**src/rtl/tmr_pkg.sv**
```systemverilog
package tmr_pkg;
    // register byte offsets
    localparam logic [7:0] OFS_PRI_CTRL   = 8'h00; // primary control
    localparam logic [7:0] OFS_PRI_COUNT  = 8'h04; // primary count value
    localparam logic [7:0] OFS_PRI_PERIOD = 8'h08; // primary period
    localparam logic [7:0] OFS_STATUS     = 8'h0C; // sticky events, write one to clear
    localparam logic [7:0] OFS_MASK       = 8'h10; // interrupt mask
    localparam logic [7:0] OFS_SEC_BASE   = 8'h20; // first secondary timer block
    localparam int         SEC_STRIDE_SH  = 4;     // 16 bytes per secondary timer
    // sub-offsets within a secondary block (word index)
    localparam logic [1:0] SUB_CTRL       = 2'h0;
    localparam logic [1:0] SUB_COUNT      = 2'h1;
    localparam logic [1:0] SUB_PERIOD     = 2'h2;
    // control field positions
    localparam int         BIT_ON         = 15;    // timer enable
    localparam int         BIT_WR_DIS     = 12;    // async_write_disable, stored only
    localparam int         BIT_WR_PEND    = 11;    // async_write_pending, reads zero
    localparam int         BIT_GATE       = 7;     // gate_accumulate_enable
    localparam int         BIT_PRE_LO     = 4;     // prescale select, two bits
    localparam int         BIT_ASYNC      = 1;     // count external_count_input edges
    // reset values
    localparam logic [15:0] RST_CTRL      = 16'h0000;
    localparam logic [15:0] RST_COUNT     = 16'h0000;
    localparam logic [15:0] RST_PERIOD    = 16'hFFFF;
    // prescale terminal counts for divide by 1, 8, 64, 256
    localparam logic [7:0] PRE_DIV1       = 8'h00;
    localparam logic [7:0] PRE_DIV8       = 8'h07;
    localparam logic [7:0] PRE_DIV64      = 8'h3F;
    localparam logic [7:0] PRE_DIV256     = 8'hFF;
    // external pulses held after wake in async mode
    localparam logic [2:0] WAKE_HOLD_PULSES = 3'h5;
    // period that defeats the async wrap
    localparam logic [15:0] PERIOD_NO_WRAP = 16'h0001;
    // least spacing between count writes, in aclk cycles
    localparam int         MIN_COUNT_WR_GAP = 4;
    // axi responses
    localparam logic [1:0] RESP_OKAY      = 2'h0;
    localparam logic [1:0] RESP_SLVERR    = 2'h2;
endpackage

```
**src/rtl/tmr_timer_top.sv**
```systemverilog
`timescale 1ns/1ps
module tmr_timer_top #(
    parameter int N_SEC = 4 // number of secondary timers
) (
    input  wire logic             aclk,
    input  wire logic             aresetn,
    input  wire logic [7:0]       s_axi_awaddr,
    input  wire logic             s_axi_awvalid,
    output logic                  s_axi_awready,
    input  wire logic [31:0]      s_axi_wdata,
    input  wire logic [3:0]       s_axi_wstrb,
    input  wire logic             s_axi_wvalid,
    output logic                  s_axi_wready,
    output logic [1:0]            s_axi_bresp,
    output logic                  s_axi_bvalid,
    input  wire logic             s_axi_bready,
    input  wire logic [7:0]       s_axi_araddr,
    input  wire logic             s_axi_arvalid,
    output logic                  s_axi_arready,
    output logic [31:0]           s_axi_rdata,
    output logic [1:0]            s_axi_rresp,
    output logic                  s_axi_rvalid,
    input  wire logic             s_axi_rready,
    input  wire logic             external_count_input,
    input  wire logic [N_SEC-1:0] external_timer_input,
    input  wire logic             sleep,
    input  wire logic             debug_halt,
    output logic [N_SEC-1:0]      sec_clk_out,
    output logic                  irq
);
    // whole block state
    typedef struct packed {
        logic [15:0]             p_ctrl;   // primary control
        logic [15:0]             p_cnt;    // primary_count_value
        logic [15:0]             p_per;    // primary period
        logic [7:0]              p_pre;    // prescale counter
        logic                    p_first;  // first external edge still to drop
        logic [2:0]              p_wake;   // pulses left to hold after wake
        logic                    ext_q;    // last external_count_input
        logic                    sleep_q;  // last sleep level
        logic [N_SEC:0]          status;   // sticky events
        logic [N_SEC:0]          mask;     // interrupt mask
        logic [N_SEC-1:0][15:0]  s_ctrl;   // secondary control
        logic [N_SEC-1:0][15:0]  s_cnt;    // secondary_count_value
        logic [N_SEC-1:0][15:0]  s_per;    // secondary period
        logic [N_SEC-1:0][15:0]  s_snap;   // readable copy of secondary count
        logic [N_SEC-1:0]        s_tick;   // internal clock output, high while enabled and not asleep
        logic                    aw_ok;    // write address held
        logic [7:0]              awaddr;
        logic                    w_ok;     // write data held
        logic [31:0]             wdata;
        logic [3:0]              wstrb;
        logic                    bvalid;
        logic [1:0]              bresp;
        logic                    rvalid;
        logic [1:0]              rresp;
        logic [31:0]             rdata;
        logic [7:0]              raddr;    // address of the answered read
    } tmr_state_t;

    tmr_state_t r_reg;  // registered state
    tmr_state_t r_next; // next state

    // byte-lane merge for 16-bit registers
    function automatic logic [15:0] tmr_merge(input logic [15:0] old,
                                              input logic [31:0] wd,
                                              input logic [3:0]  st);
        logic [15:0] v;
        v = old;
        if (st[0]) v[7:0] = wd[7:0];
        if (st[1]) v[15:8] = wd[15:8];
        return v;
    endfunction

    // secondary index and hit for an address
    function automatic logic sec_hit(input logic [7:0] a);
        logic [3:0] idx;
        idx = a[7:4] - tmr_pkg::OFS_SEC_BASE[7:4];
        return (a >= tmr_pkg::OFS_SEC_BASE) && (int'(idx) < N_SEC) &&
               (a[3:2] != 2'h3);
    endfunction

    // read multiplexer, unmapped flagged by err
    function automatic logic [32:0] tmr_read(input tmr_state_t s, input logic [7:0] a);
        logic [31:0] d;
        logic        err;
        logic [3:0]  idx;
        d = 32'h0000_0000;
        err = 1'b0;
        idx = a[7:4] - tmr_pkg::OFS_SEC_BASE[7:4];
        if (a == tmr_pkg::OFS_PRI_CTRL) begin
            d[15:0] = s.p_ctrl;
            d[tmr_pkg::BIT_WR_PEND] = 1'b0;
        end else if (a == tmr_pkg::OFS_PRI_COUNT) begin
            d[15:0] = s.p_cnt;
        end else if (a == tmr_pkg::OFS_PRI_PERIOD) begin
            d[15:0] = s.p_per;
        end else if (a == tmr_pkg::OFS_STATUS) begin
            d[N_SEC:0] = s.status;
        end else if (a == tmr_pkg::OFS_MASK) begin
            d[N_SEC:0] = s.mask;
        end else if (sec_hit(a)) begin
            unique case (a[3:2])
                tmr_pkg::SUB_CTRL:  d[15:0] = s.s_ctrl[idx];
                tmr_pkg::SUB_COUNT: d[15:0] = s.s_snap[idx];
                default:            d[15:0] = s.s_per[idx];
            endcase
        end else begin
            err = 1'b1;
        end
        return {err, d};
    endfunction

    // all next-state logic
    always_comb begin
        logic            ext_rise;
        logic            src;
        logic            tick;
        logic            amode;
        logic            wake;
        logic            sleep_rise;
        logic            wr_do;
        logic [7:0]      plim;
        logic [3:0]      widx;
        logic [32:0]     rd;
        logic [N_SEC:0]  ev;
        logic [N_SEC:0]  clr;
        ext_rise = external_count_input && !r_reg.ext_q;
        amode = r_reg.p_ctrl[tmr_pkg::BIT_ASYNC];
        wake = r_reg.sleep_q && !sleep;
        sleep_rise = sleep && !r_reg.sleep_q;
        wr_do = r_reg.aw_ok && r_reg.w_ok && !r_reg.bvalid;
        plim = tmr_pkg::PRE_DIV1;
        widx = r_reg.awaddr[7:4] - tmr_pkg::OFS_SEC_BASE[7:4];
        rd = tmr_read(r_reg, s_axi_araddr);
        ev = '0;
        clr = '0;
        tick = 1'b0;
        src = 1'b0;
        r_next = r_reg;
        r_next.ext_q = external_count_input;
        r_next.sleep_q = sleep;

        // primary count source: edges, gated level or bus clock
        if (amode) begin
            src = ext_rise;
        end else if (r_reg.p_ctrl[tmr_pkg::BIT_GATE]) begin
            src = external_count_input && !sleep;
        end else begin
            src = !sleep;
        end
        // arm the first-edge loss while stopped
        if (!r_reg.p_ctrl[tmr_pkg::BIT_ON]) begin
            r_next.p_first = 1'b1;
        end else if (amode && ext_rise && r_reg.p_first) begin
            r_next.p_first = 1'b0;
            src = 1'b0;
        end
        // hold count after wake in async mode
        if (wake && amode) begin
            r_next.p_wake = tmr_pkg::WAKE_HOLD_PULSES;
        end else if (r_reg.p_wake != 3'h0 && ext_rise) begin
            r_next.p_wake = r_reg.p_wake - 3'h1;
            src = 1'b0;
        end
        // prescaler
        unique case (r_reg.p_ctrl[tmr_pkg::BIT_PRE_LO +: 2])
            2'h0: plim = tmr_pkg::PRE_DIV1;
            2'h1: plim = tmr_pkg::PRE_DIV8;
            2'h2: plim = tmr_pkg::PRE_DIV64;
            2'h3: plim = tmr_pkg::PRE_DIV256;
        endcase
        if (r_reg.p_ctrl[tmr_pkg::BIT_ON] && src) begin
            if (r_reg.p_pre >= plim) begin
                r_next.p_pre = 8'h00;
                tick = 1'b1;
            end else begin
                r_next.p_pre = r_reg.p_pre + 8'h01;
            end
        end
        // primary compare and wrap
        if (tick) begin
            if (r_reg.p_cnt == r_reg.p_per &&
                !(amode && r_reg.p_per == tmr_pkg::PERIOD_NO_WRAP)) begin
                r_next.p_cnt = 16'h0000;
                ev[0] = 1'b1;
            end else begin
                r_next.p_cnt = r_reg.p_cnt + 16'h0001;
            end
        end

        // secondary timers, stopped in sleep
        for (int i = 0; i < N_SEC; i++) begin
            r_next.s_tick[i] = r_reg.s_ctrl[i][tmr_pkg::BIT_ON] && !sleep;
            if (r_reg.s_ctrl[i][tmr_pkg::BIT_ON] && !r_reg.sleep_q &&
                (!r_reg.s_ctrl[i][tmr_pkg::BIT_GATE] || external_timer_input[i])) begin
                if (r_reg.s_cnt[i] == r_reg.s_per[i]) begin
                    r_next.s_cnt[i] = 16'h0000;
                    ev[i+1] = !sleep_rise;
                end else begin
                    r_next.s_cnt[i] = r_reg.s_cnt[i] + 16'h0001;
                end
            end
        end

        // write channel capture
        if (s_axi_awvalid && s_axi_awready) begin
            r_next.aw_ok = 1'b1;
            r_next.awaddr = s_axi_awaddr;
        end
        if (s_axi_wvalid && s_axi_wready) begin
            r_next.w_ok = 1'b1;
            r_next.wdata = s_axi_wdata;
            r_next.wstrb = s_axi_wstrb;
        end
        // register write, software value wins over counting
        if (wr_do) begin
            r_next.aw_ok = 1'b0;
            r_next.w_ok = 1'b0;
            r_next.bvalid = 1'b1;
            r_next.bresp = tmr_pkg::RESP_OKAY;
            if (r_reg.awaddr == tmr_pkg::OFS_PRI_CTRL) begin
                r_next.p_ctrl = tmr_merge(r_reg.p_ctrl, r_reg.wdata, r_reg.wstrb);
                r_next.p_ctrl[tmr_pkg::BIT_WR_PEND] = 1'b0;
            end else if (r_reg.awaddr == tmr_pkg::OFS_PRI_COUNT) begin
                r_next.p_cnt = tmr_merge(r_reg.p_cnt, r_reg.wdata, r_reg.wstrb);
            end else if (r_reg.awaddr == tmr_pkg::OFS_PRI_PERIOD) begin
                r_next.p_per = tmr_merge(r_reg.p_per, r_reg.wdata, r_reg.wstrb);
            end else if (r_reg.awaddr == tmr_pkg::OFS_STATUS) begin
                if (r_reg.wstrb[0]) clr = r_reg.wdata[N_SEC:0];
            end else if (r_reg.awaddr == tmr_pkg::OFS_MASK) begin
                if (r_reg.wstrb[0]) r_next.mask = r_reg.wdata[N_SEC:0];
            end else if (sec_hit(r_reg.awaddr)) begin
                unique case (r_reg.awaddr[3:2])
                    tmr_pkg::SUB_CTRL: r_next.s_ctrl[widx] =
                        tmr_merge(r_reg.s_ctrl[widx], r_reg.wdata, r_reg.wstrb);
                    tmr_pkg::SUB_COUNT: r_next.s_cnt[widx] =
                        tmr_merge(r_reg.s_cnt[widx], r_reg.wdata, r_reg.wstrb);
                    default: r_next.s_per[widx] =
                        tmr_merge(r_reg.s_per[widx], r_reg.wdata, r_reg.wstrb);
                endcase
            end else begin
                r_next.bresp = tmr_pkg::RESP_SLVERR;
            end
        end
        if (r_reg.bvalid && s_axi_bready) r_next.bvalid = 1'b0;

        // sticky events, a new event beats the clear
        r_next.status = (r_reg.status & ~clr) | ev;

        // count copy seen by reads, frozen while halted
        if (!debug_halt) r_next.s_snap = r_next.s_cnt;

        // read channel
        if (r_reg.rvalid && s_axi_rready) r_next.rvalid = 1'b0;
        if (s_axi_arvalid && s_axi_arready) begin
            r_next.rvalid = 1'b1;
            r_next.rdata = rd[31:0];
            r_next.rresp = rd[32] ? tmr_pkg::RESP_SLVERR : tmr_pkg::RESP_OKAY;
            r_next.raddr = s_axi_araddr;
        end
    end

    // state register with synchronous reset
    always_ff @(posedge aclk) begin
        if (!aresetn) begin
            r_reg <= '0;
            r_reg.p_ctrl <= tmr_pkg::RST_CTRL;
            r_reg.p_cnt <= tmr_pkg::RST_COUNT;
            r_reg.p_per <= tmr_pkg::RST_PERIOD;
            r_reg.p_first <= 1'b1;
            for (int i = 0; i < N_SEC; i++) begin
                r_reg.s_ctrl[i] <= tmr_pkg::RST_CTRL;
                r_reg.s_cnt[i] <= tmr_pkg::RST_COUNT;
                r_reg.s_per[i] <= tmr_pkg::RST_PERIOD;
            end
        end else begin
            r_reg <= r_next;
        end
    end

    // outputs
    assign s_axi_awready = !r_reg.aw_ok && !r_reg.bvalid;
    assign s_axi_wready  = !r_reg.w_ok && !r_reg.bvalid;
    assign s_axi_bvalid  = r_reg.bvalid;
    assign s_axi_bresp   = r_reg.bresp;
    assign s_axi_arready = !r_reg.rvalid;
    assign s_axi_rvalid  = r_reg.rvalid;
    assign s_axi_rdata   = r_reg.rdata;
    assign s_axi_rresp   = r_reg.rresp;
    assign sec_clk_out   = r_reg.s_tick;
    assign irq           = |(r_reg.status & r_reg.mask);

    // async external edge with no write address held, seen by helper
    logic a_amode;
    assign a_amode = r_reg.p_ctrl[tmr_pkg::BIT_ASYNC];
endmodule

```
**config.mk**
```make
export PLATFORM = sky130hd
export DESIGN_NAME = tmr_timer_top
export DESIGN_NICKNAME = d
export VERILOG_FILES = /design/src/rtl/tmr_pkg.sv /design/src/rtl/tmr_timer_top.sv
export SDC_FILE = /design/constraint.sdc
export NUM_CORES = 1
export LEC_CHECK = 0
export BUFFER_PORTS_ARGS = -buffer_cell sky130_fd_sc_hd__buf_2
export CAP_MARGIN = 20
export CORE_ASPECT_RATIO = 1.25
export CORE_MARGIN = 2
export CORE_UTILIZATION = 51
export DETAILED_ROUTE_END_ITERATION = 6
export GPL_ROUTABILITY_DRIVEN = 0
export PLACE_DENSITY = 0.78
export SKIP_LAST_GASP = 1
export SYNTH_ARGS = -nofsm -noshare
export SYNTH_HDL_FRONTEND = slang
export SYNTH_SLANG_ARGS = --single-unit
export TNS_END_PERCENT = 5
```
**constraint.sdc**
```tcl
create_clock -name aclk -period 3.4 [get_ports aclk]
set_input_delay 0.34 -clock aclk [delete_from_list [all_inputs] [get_ports aclk]]
set_output_delay 0.34 -clock aclk [all_outputs]
set_load 0.02 [all_outputs]
```
==> results.ini, run 1 <==
[run_status]
status = finished, violations left
violations = design-rule violations

[grt]
overflow = 0
grt.total_usage_pct = 29.90
grt_start_max_net_pins = 202
grt_pass1_vias = 17497
grt_first_pass_wirelength_microns = 98080
antenna_found_initial = 1

[pwr]
power.total_mw = 9.789
clockPowerShare_pct = 44.2
p_switching_mw = 2.450
powerDensity_nw_per_um2 = 436.7
comb_power_share_pct = 8.3
power.leakage_nw = 8.676
ir_drop_mv = 0.2932
p_sw_share_pct = 25.03
p_int_mw = 7.338
seqPwrFrac_pct = 47.4

[synthesis]
seq_area_frac_synth_pct = 36.73
synthTopCellsByArea = dfxtp_1 (37%), mux4_2 (9.6%), nand2_1 (5.0%)
synthXorXnorAreaFrac_pct = 6.615
synthAdderAreaFrac_pct = 1.090
yosys.area.top_type = dfxtp_1
synthMuxAreaShare_pct = 15.25
yosysWarnings = 0
synth_ff_type = dfxtp_1
synthSimpleGateAreaFrac_pct = 19.00
synth-compound-area-share_pct = 15.74
async_flop_share_pct = 0
synth_seq_cells = 379
synth_area_sq_um = 20650
synth_top_family_by_area = simple AND/OR/NAND/NOR gates
synth-edff-count = 0
avgSynthCellArea_sq_um = 9.237
synth_top_area_share_pct = 36.73
yosysUniqueCellTypes = 71
synthCells = 2236

[min_path]
min_to = r_reg[47]
min_delay_path_depth = 3
hold_path_class = in -> reg
hp-start = s_axi_wstrb[1]

[cts]
cts_tree = done
clkSinkCount = 379
clk_latency_ns = 0.56
cts_buffers = 38
clk_pin_slew_ns = 0.06
clk_path_buf_depth = 3
htreeDepth = 2
root_buffer = clkbuf_16

[layout]
area_delta_synth_final_pct = 8.523
seqCellArea_sq_um = 7595
multi_input_area_sq_um = 12010
largest_reg_flops = 354
drive_gt1_share_pct = 14.86
fill_cells = 3380
post-route-util_pct = 56.02
nNetsFinal = 2290
antenna_cells = 0

[detailed_routing]
drc = 1
vias = 18048
drt_first_pass_iters = 7
routed_wirelength_microns = 63840
drt-initial-drc-count = 1878
ant_nets = 0
wl_per_cell_microns = 23.32
avgViaCountPerCell = 6.592

[setup_path]
criticalPathCategory = reg -> reg
start_kind = flip-flop
r2r_start = r_reg[413]
critPathMaxStageDelay_ns = 0.58
end_kind = flip-flop
cp_cell_sequence = or2_2 -> ha_1 -> nand2b_1 -> a2111oi_0 -> o31ai_2 -> nand2_1 -> o21ai_2 -> o22ai_1
r2r_end = r_reg[404]
crit_path_max_fanout = 13
worstRegToRegCells = 8
cp.arrival_ns = 3.34
critPathSlowestCell = o21ai_2
rrSetupSlack_ns = 0.46
crit_required_ns = 3.81

[sta]
timing.slew.headroom_pct = 28.58
skew_ns = 0.01611
worst_pin_slew_ns = 1.067
worst_slack_ns = 0.4637
fmax_mhz = 340.6
timing.final.crit_share_pct = 86.36
finalHoldViolations = 0
rsz0062_at_grt = no
tns_ns = 0
fin_crit_ns = 2.936
setup_violations = 0
slew_viol_final = 0

[placement]
portBuffers = 75
dp_slack_ns = 0.1888
dp_hpwl_microns = 45470

[run]
max_cap_violations = 0

[floorplan]
core-area_sq_um = 40010
dieWidth_microns = 184
design.portCount = 112
die_y_microns = 229
num_rows = 82
die-area_sq_um = 42140
initial_core_util_pct = 51.62

[cell usage after synthesis (all sizes together) (57+ instances only)]
| library cell | n |
|---|---|
| a211oi | 69 |
| a21oi | 86 |
| and2 | 77 |
| buf | 104 |
| clkbuf | 104 |
| dfxtp | 379 |
| mux2i | 83 |
| mux4 | 88 |
| nand2 | 274 |
| nand2b | 68 |
| nand4 | 57 |
| nor2 | 146 |
| o211a | 58 |
| o211ai | 74 |
| o21ai | 62 |
| xnor2 | 82 |
| xor2 | 74 |
[logic make-up (layout without fill, tap and decap cells)]
logic type / count (synthesis) / after routing
flops: 379 / 379
compound gates: 457 / 457
simple gates: 792 / 792
xor+xnor: 156 / 156
other cells: 1 / 18
fa+ha+maj: 18 / 18
mux: 201 / 201
buf+inv: 232 / 213
[power groups by stage]
stage	Combinational [mW]	Sequential, mW	Clock [mW]
after global routing	0.878	4.64	4.51
final	0.814	4.64	4.33
after CTS	0.804	4.64	4.36
after floorplan	0.626	4.66	0
after global placement	0.767	4.73	0
after detailed placement	0.798	4.73	0
[metrics by stage]
step	area, sq um	hold WS, ns	instances
floorplan	20720	0.4175	2253
global placement	21120	0.4379	2669
detailed placement	21120	0.4584	2669
CTS	22410	0.009552	2738
global route	22420	0.03533	2738
finish	22420	0.02049	2738
[worst max-delay path by stage]
stage                     startpoint          to  slack [ns]  depth (start not counted)
final                     r_reg[413]  r_reg[404]        0.46                          8
after detailed placement  r_reg[413]  r_reg[404]        0.19                          8
after CTS                 r_reg[413]  r_reg[404]        0.18                          8
after floorplan            r_reg[88]  r_reg[100]        0.74                         12
after global routing      r_reg[413]  r_reg[403]        0.24                          8
after global placement    r_reg[413]  r_reg[403]        0.29                          8
[final cells by class]
type | instances | area share [%]
Multi-Input combinational cell | 1642 | 53.56
Sequential cell | 379 | 33.88
Clock buffer | 56 | 5.325
Timing Repair Buffer | 121 | 3.612
Tap cell | 504 | 2.813
Inverter | 24 | 0.4131
Clock inverter | 12 | 0.3963
[cell usage in the layout, fill, tap and decap left out, types with 19 or more instances in the layout]
cell type,Yosys,final
nand2b_1,68,68
o21ai_0,46,46
o211a_1,58,58
and2_1,77,77
and3_1,20,20
nor2_1,143,140
dfxtp_1,379,375
mux2i_1,83,83
inv_1,24,23
nand3_1,56,56
nand2_1,274,274
mux2_2,30,30
o2bb2ai_1,21,21
buf_4,48,41
o22ai_1,43,43
xnor2_1,82,82
buf_2,41,72
clkbuf_16,0,42
o211ai_1,73,73
nand4_1,56,56
xor2_1,74,74
a211oi_1,69,69
nor3_1,19,19
mux4_2,88,88
a21oi_1,86,86
[layer usage]
metal  vias up  track usage, %  share of wire, %
li1       8024               -                 -
met1      8624           35.35                36
met2      1099           48.54                46
met3       301           4.993               9.1
met4         0           22.48               8.4
met5         -               0                 0
[worst max-delay path, delay by kind of cell (launching register included)]
kind	cells	cell delay, ns
AOI/OAI and AO/OA	4	1.42
adders and majority gates	1	0.27
and+or+nand+nor	3	0.73
DFF	1	0.36
[what timing repair did]
| action | 4_1_cts | 5_1_grt |
|---|---|---|
| hold buffers | 1 | 0 |
| endpoints found under the hold margin | 1 | 0 |
| buffers inserted | 0 | 0 |
| resized for setup | 0 | 1 |
| endpoints found under the setup margin | 0 | 12 |
Power figures use the tool's default switching activity.
==> inputs of run 2 (changes only) <==
--- a/config.mk
+++ b/config.mk
@@ -12,6 +12,7 @@
 export CORE_UTILIZATION = 51
 export DETAILED_ROUTE_END_ITERATION = 6
 export GPL_ROUTABILITY_DRIVEN = 0
+export MAX_ROUTING_LAYER = met4
 export PLACE_DENSITY = 0.78
 export SKIP_LAST_GASP = 1
 export SYNTH_ARGS = -nofsm -noshare
==> run 2 against run 1 <==
  * The run still ends with design-rule violations left
  * Worst setup slack got worse by 0.0049 ns
  * Routed wire length fell by 0.41%
  * Global-route usage rose by 0.81 points
  * Total power barely moved
  * First-iteration DRC count rose by 0.48%
  * Register-to-register slack barely moved
  * Sequential share of layout area barely moved
  * Worst hold slack got worse by 0.00051 ns
  * Non-clock buffer count did not move
  * Cell area barely moved
==> results.ini, run 2 (same netlist as run 1, synthesis figures left out) <==
[layout]
stdcell_count = 2739  ; was 2,738
layout_common_cells = dfxtp_1 (375), nand2_1 (274), nor2_1 (140), mux4_2 (88), a21oi_1 (86)  ; unchanged
area_delta_synth_final_pct = 8.535  ; was 8.523%
largest_reg_flops = 354  ; unchanged
final_common_cell = dfxtp_1  ; unchanged
drive_gt1_share_pct = 14.86  ; unchanged
multi_input_area_sq_um = 12010  ; unchanged
seqCellArea_sq_um = 7595  ; unchanged
fill_cells = 3379  ; was 3,380
post-route-util_pct = 56.03  ; was 56.02%
nNetsFinal = 2290  ; unchanged

[sta]
fin_crit_ns = 2.941  ; was 2.936 ns
slew_viol_final = 0  ; unchanged
timing.slew.headroom_pct = 29.50  ; was 28.58%
rsz0062_at_grt = no  ; unchanged
timing.final.crit_share_pct = 86.51  ; was 86.36%
skew_ns = 0.01921  ; was 0.01611 ns
fmax_mhz = 340.0  ; was 340.6 MHz
finalHoldViolations = 0  ; unchanged
setup_violations = 0  ; unchanged
tns_ns = 0  ; unchanged
worst_pin_slew_ns = 1.053  ; was 1.067 ns

[pwr]
seqPwrFrac_pct = 47.5  ; was 47.4%
powerDensity_nw_per_um2 = 436.2  ; was 436.7 nW/um^2
clockPowerShare_pct = 44.2  ; about the same
p_switching_mw = 2.441  ; was 2.450 mW
ir_drop_mv = 0.2917  ; was 0.2932 mV
comb_power_share_pct = 8.3  ; about the same
p_int_mw = 7.339  ; was 7.338 mW
power.total_mw = 9.779  ; was 9.789 mW
power.leakage_nw = 8.676  ; unchanged
p_sw_share_pct = 24.96  ; was 25.03%

[detailed_routing]
drt_first_pass_iters = 7  ; unchanged
vias = 17944  ; was 18,048
drc = 3  ; was 1
ant_nets = 0  ; unchanged
wl_per_cell_microns = 23.21  ; was 23.32 microns
avgViaCountPerCell = 6.551  ; was 6.592
drt-initial-drc-count = 1887  ; was 1,878
routed_wirelength_microns = 63580  ; was 63,840 microns

[floorplan]
design.portCount = 112  ; unchanged
num_rows = 82  ; unchanged
dieWidth_microns = 184  ; unchanged
die-area_sq_um = 42140  ; unchanged
die_y_microns = 229  ; unchanged
core-area_sq_um = 40010  ; unchanged
initial_core_util_pct = 51.62  ; unchanged

[grt]
grt_start_max_net_pins = 202  ; unchanged
overflow = 0  ; unchanged
grt.total_usage_pct = 30.71  ; was 29.90%
grt_pass1_vias = 17538  ; was 17,497
grt_first_pass_wirelength_microns = 97820  ; was 98,080 microns
antenna_found_initial = 1  ; unchanged

[cts]
cts_tree = done  ; unchanged
htreeDepth = 2  ; unchanged
root_buffer = clkbuf_16  ; unchanged
clk_path_buf_depth = 3  ; unchanged
cts_setup_buffers = 0  ; unchanged
cts_buffers = 38  ; unchanged
clk_pin_slew_ns = 0.06  ; about the same
clk_latency_ns = 0.56  ; about the same
clkSinkCount = 379  ; unchanged

[setup_path]
start_kind = flip-flop  ; unchanged
rrSetupSlack_ns = 0.46  ; about the same
crit_path_max_fanout = 13  ; unchanged
crit_required_ns = 3.80  ; was 3.81 ns
criticalPathCategory = reg -> reg  ; unchanged
r2r_end = r_reg[404]  ; unchanged
r2r_start = r_reg[413]  ; unchanged
end_kind = flip-flop  ; unchanged
worstRegToRegCells = 8  ; unchanged
cp.arrival_ns = 3.35  ; was 3.34 ns

[run]
max_cap_violations = 0  ; unchanged

[run_status]
violations = design-rule violations  ; unchanged
status = finished, violations left  ; unchanged

[min_path]
hold_path_class = in -> reg  ; unchanged
hp-start = s_axi_wstrb[1]  ; unchanged
min_delay_path_depth = 3  ; unchanged
min_to = r_reg[47]  ; unchanged

[placement]
dp_hpwl_microns = 45470  ; unchanged
portBuffers = 75  ; unchanged
dp_cells = 2669  ; unchanged

[run 2: changes by cell type in the layout (fill, tap and decap cells not counted)]
cell     before  now
diode_2       0    1
[run 2: metal layers]
| metal | wire length (microns) | global-route usage, % | part of all wire [%] |
|---|---|---|---|
| met3 | 5596 | 5.136 | 8.8 |
| met1 | 23080 | 34.97 | 36 |
| met5 | 0 | - | 0 |
| met4 | 5438 | 22.88 | 8.6 |
| met2 | 29470 | 48.43 | 46 |
[run 2: power groups by stage]
stage / Sequential (mW) / Combinational (mW) / Clock [mW]
after CTS: 4.64 / 0.804 / 4.36
after floorplan: 4.66 / 0.626 / 0
after global routing: 4.65 / 0.877 / 4.51
final: 4.64 / 0.813 / 4.32
after detailed placement: 4.73 / 0.798 / 0
after global placement: 4.73 / 0.767 / 0
[run 2: timing repair]
action                                  CTS  global route
endpoints found under the hold margin     1             0
gates resized for setup                   0             1
endpoints found under the setup margin    0            12
hold buffers                              1             0
[run 2: stage by stage]
| stage | hold WS, ns | setup slack [ns] | cell area (sq um) |
|---|---|---|---|
| floorplan | 0.4175 | 0.7406 | 20720 |
| global placement | 0.4379 | 0.2947 | 21120 |
| detailed placement | 0.4584 | 0.1888 | 21120 |
| CTS | 0.009552 | 0.1776 | 22410 |
| global route | 0.03536 | 0.2495 | 22420 |
| finish | 0.01999 | 0.4588 | 22420 |
[run 2: critical path: stages (launching register included)]
cell       delay [ns]
dfxtp_1          0.36
or2_2            0.30
ha_1             0.27
nand2b_1         0.10
a2111oi_0        0.14
o31ai_2          0.53
nand2_1          0.34
o21ai_2          0.57
o22ai_1          0.18
[run 2: worst max-delay path by stage]
stage                           from    endpoint  slack, ns
after global routing      r_reg[413]  r_reg[403]       0.25
after detailed placement  r_reg[413]  r_reg[404]       0.19
final                     r_reg[413]  r_reg[404]       0.46
after CTS                 r_reg[413]  r_reg[404]       0.18
after floorplan            r_reg[88]  r_reg[100]       0.74
after global placement    r_reg[413]  r_reg[403]       0.29
[run 2: layout make-up]
class                   instances  share of cell area [%]
diodes                          1                 0.01116
clock buffers                  56                   5.325
inverters                      24                  0.4130
flip-flops and latches        379                   33.88
repair buffers                121                   3.611
multi-input cells            1642                   53.55
well taps                     504                   2.813
clock inverters                12                  0.3963
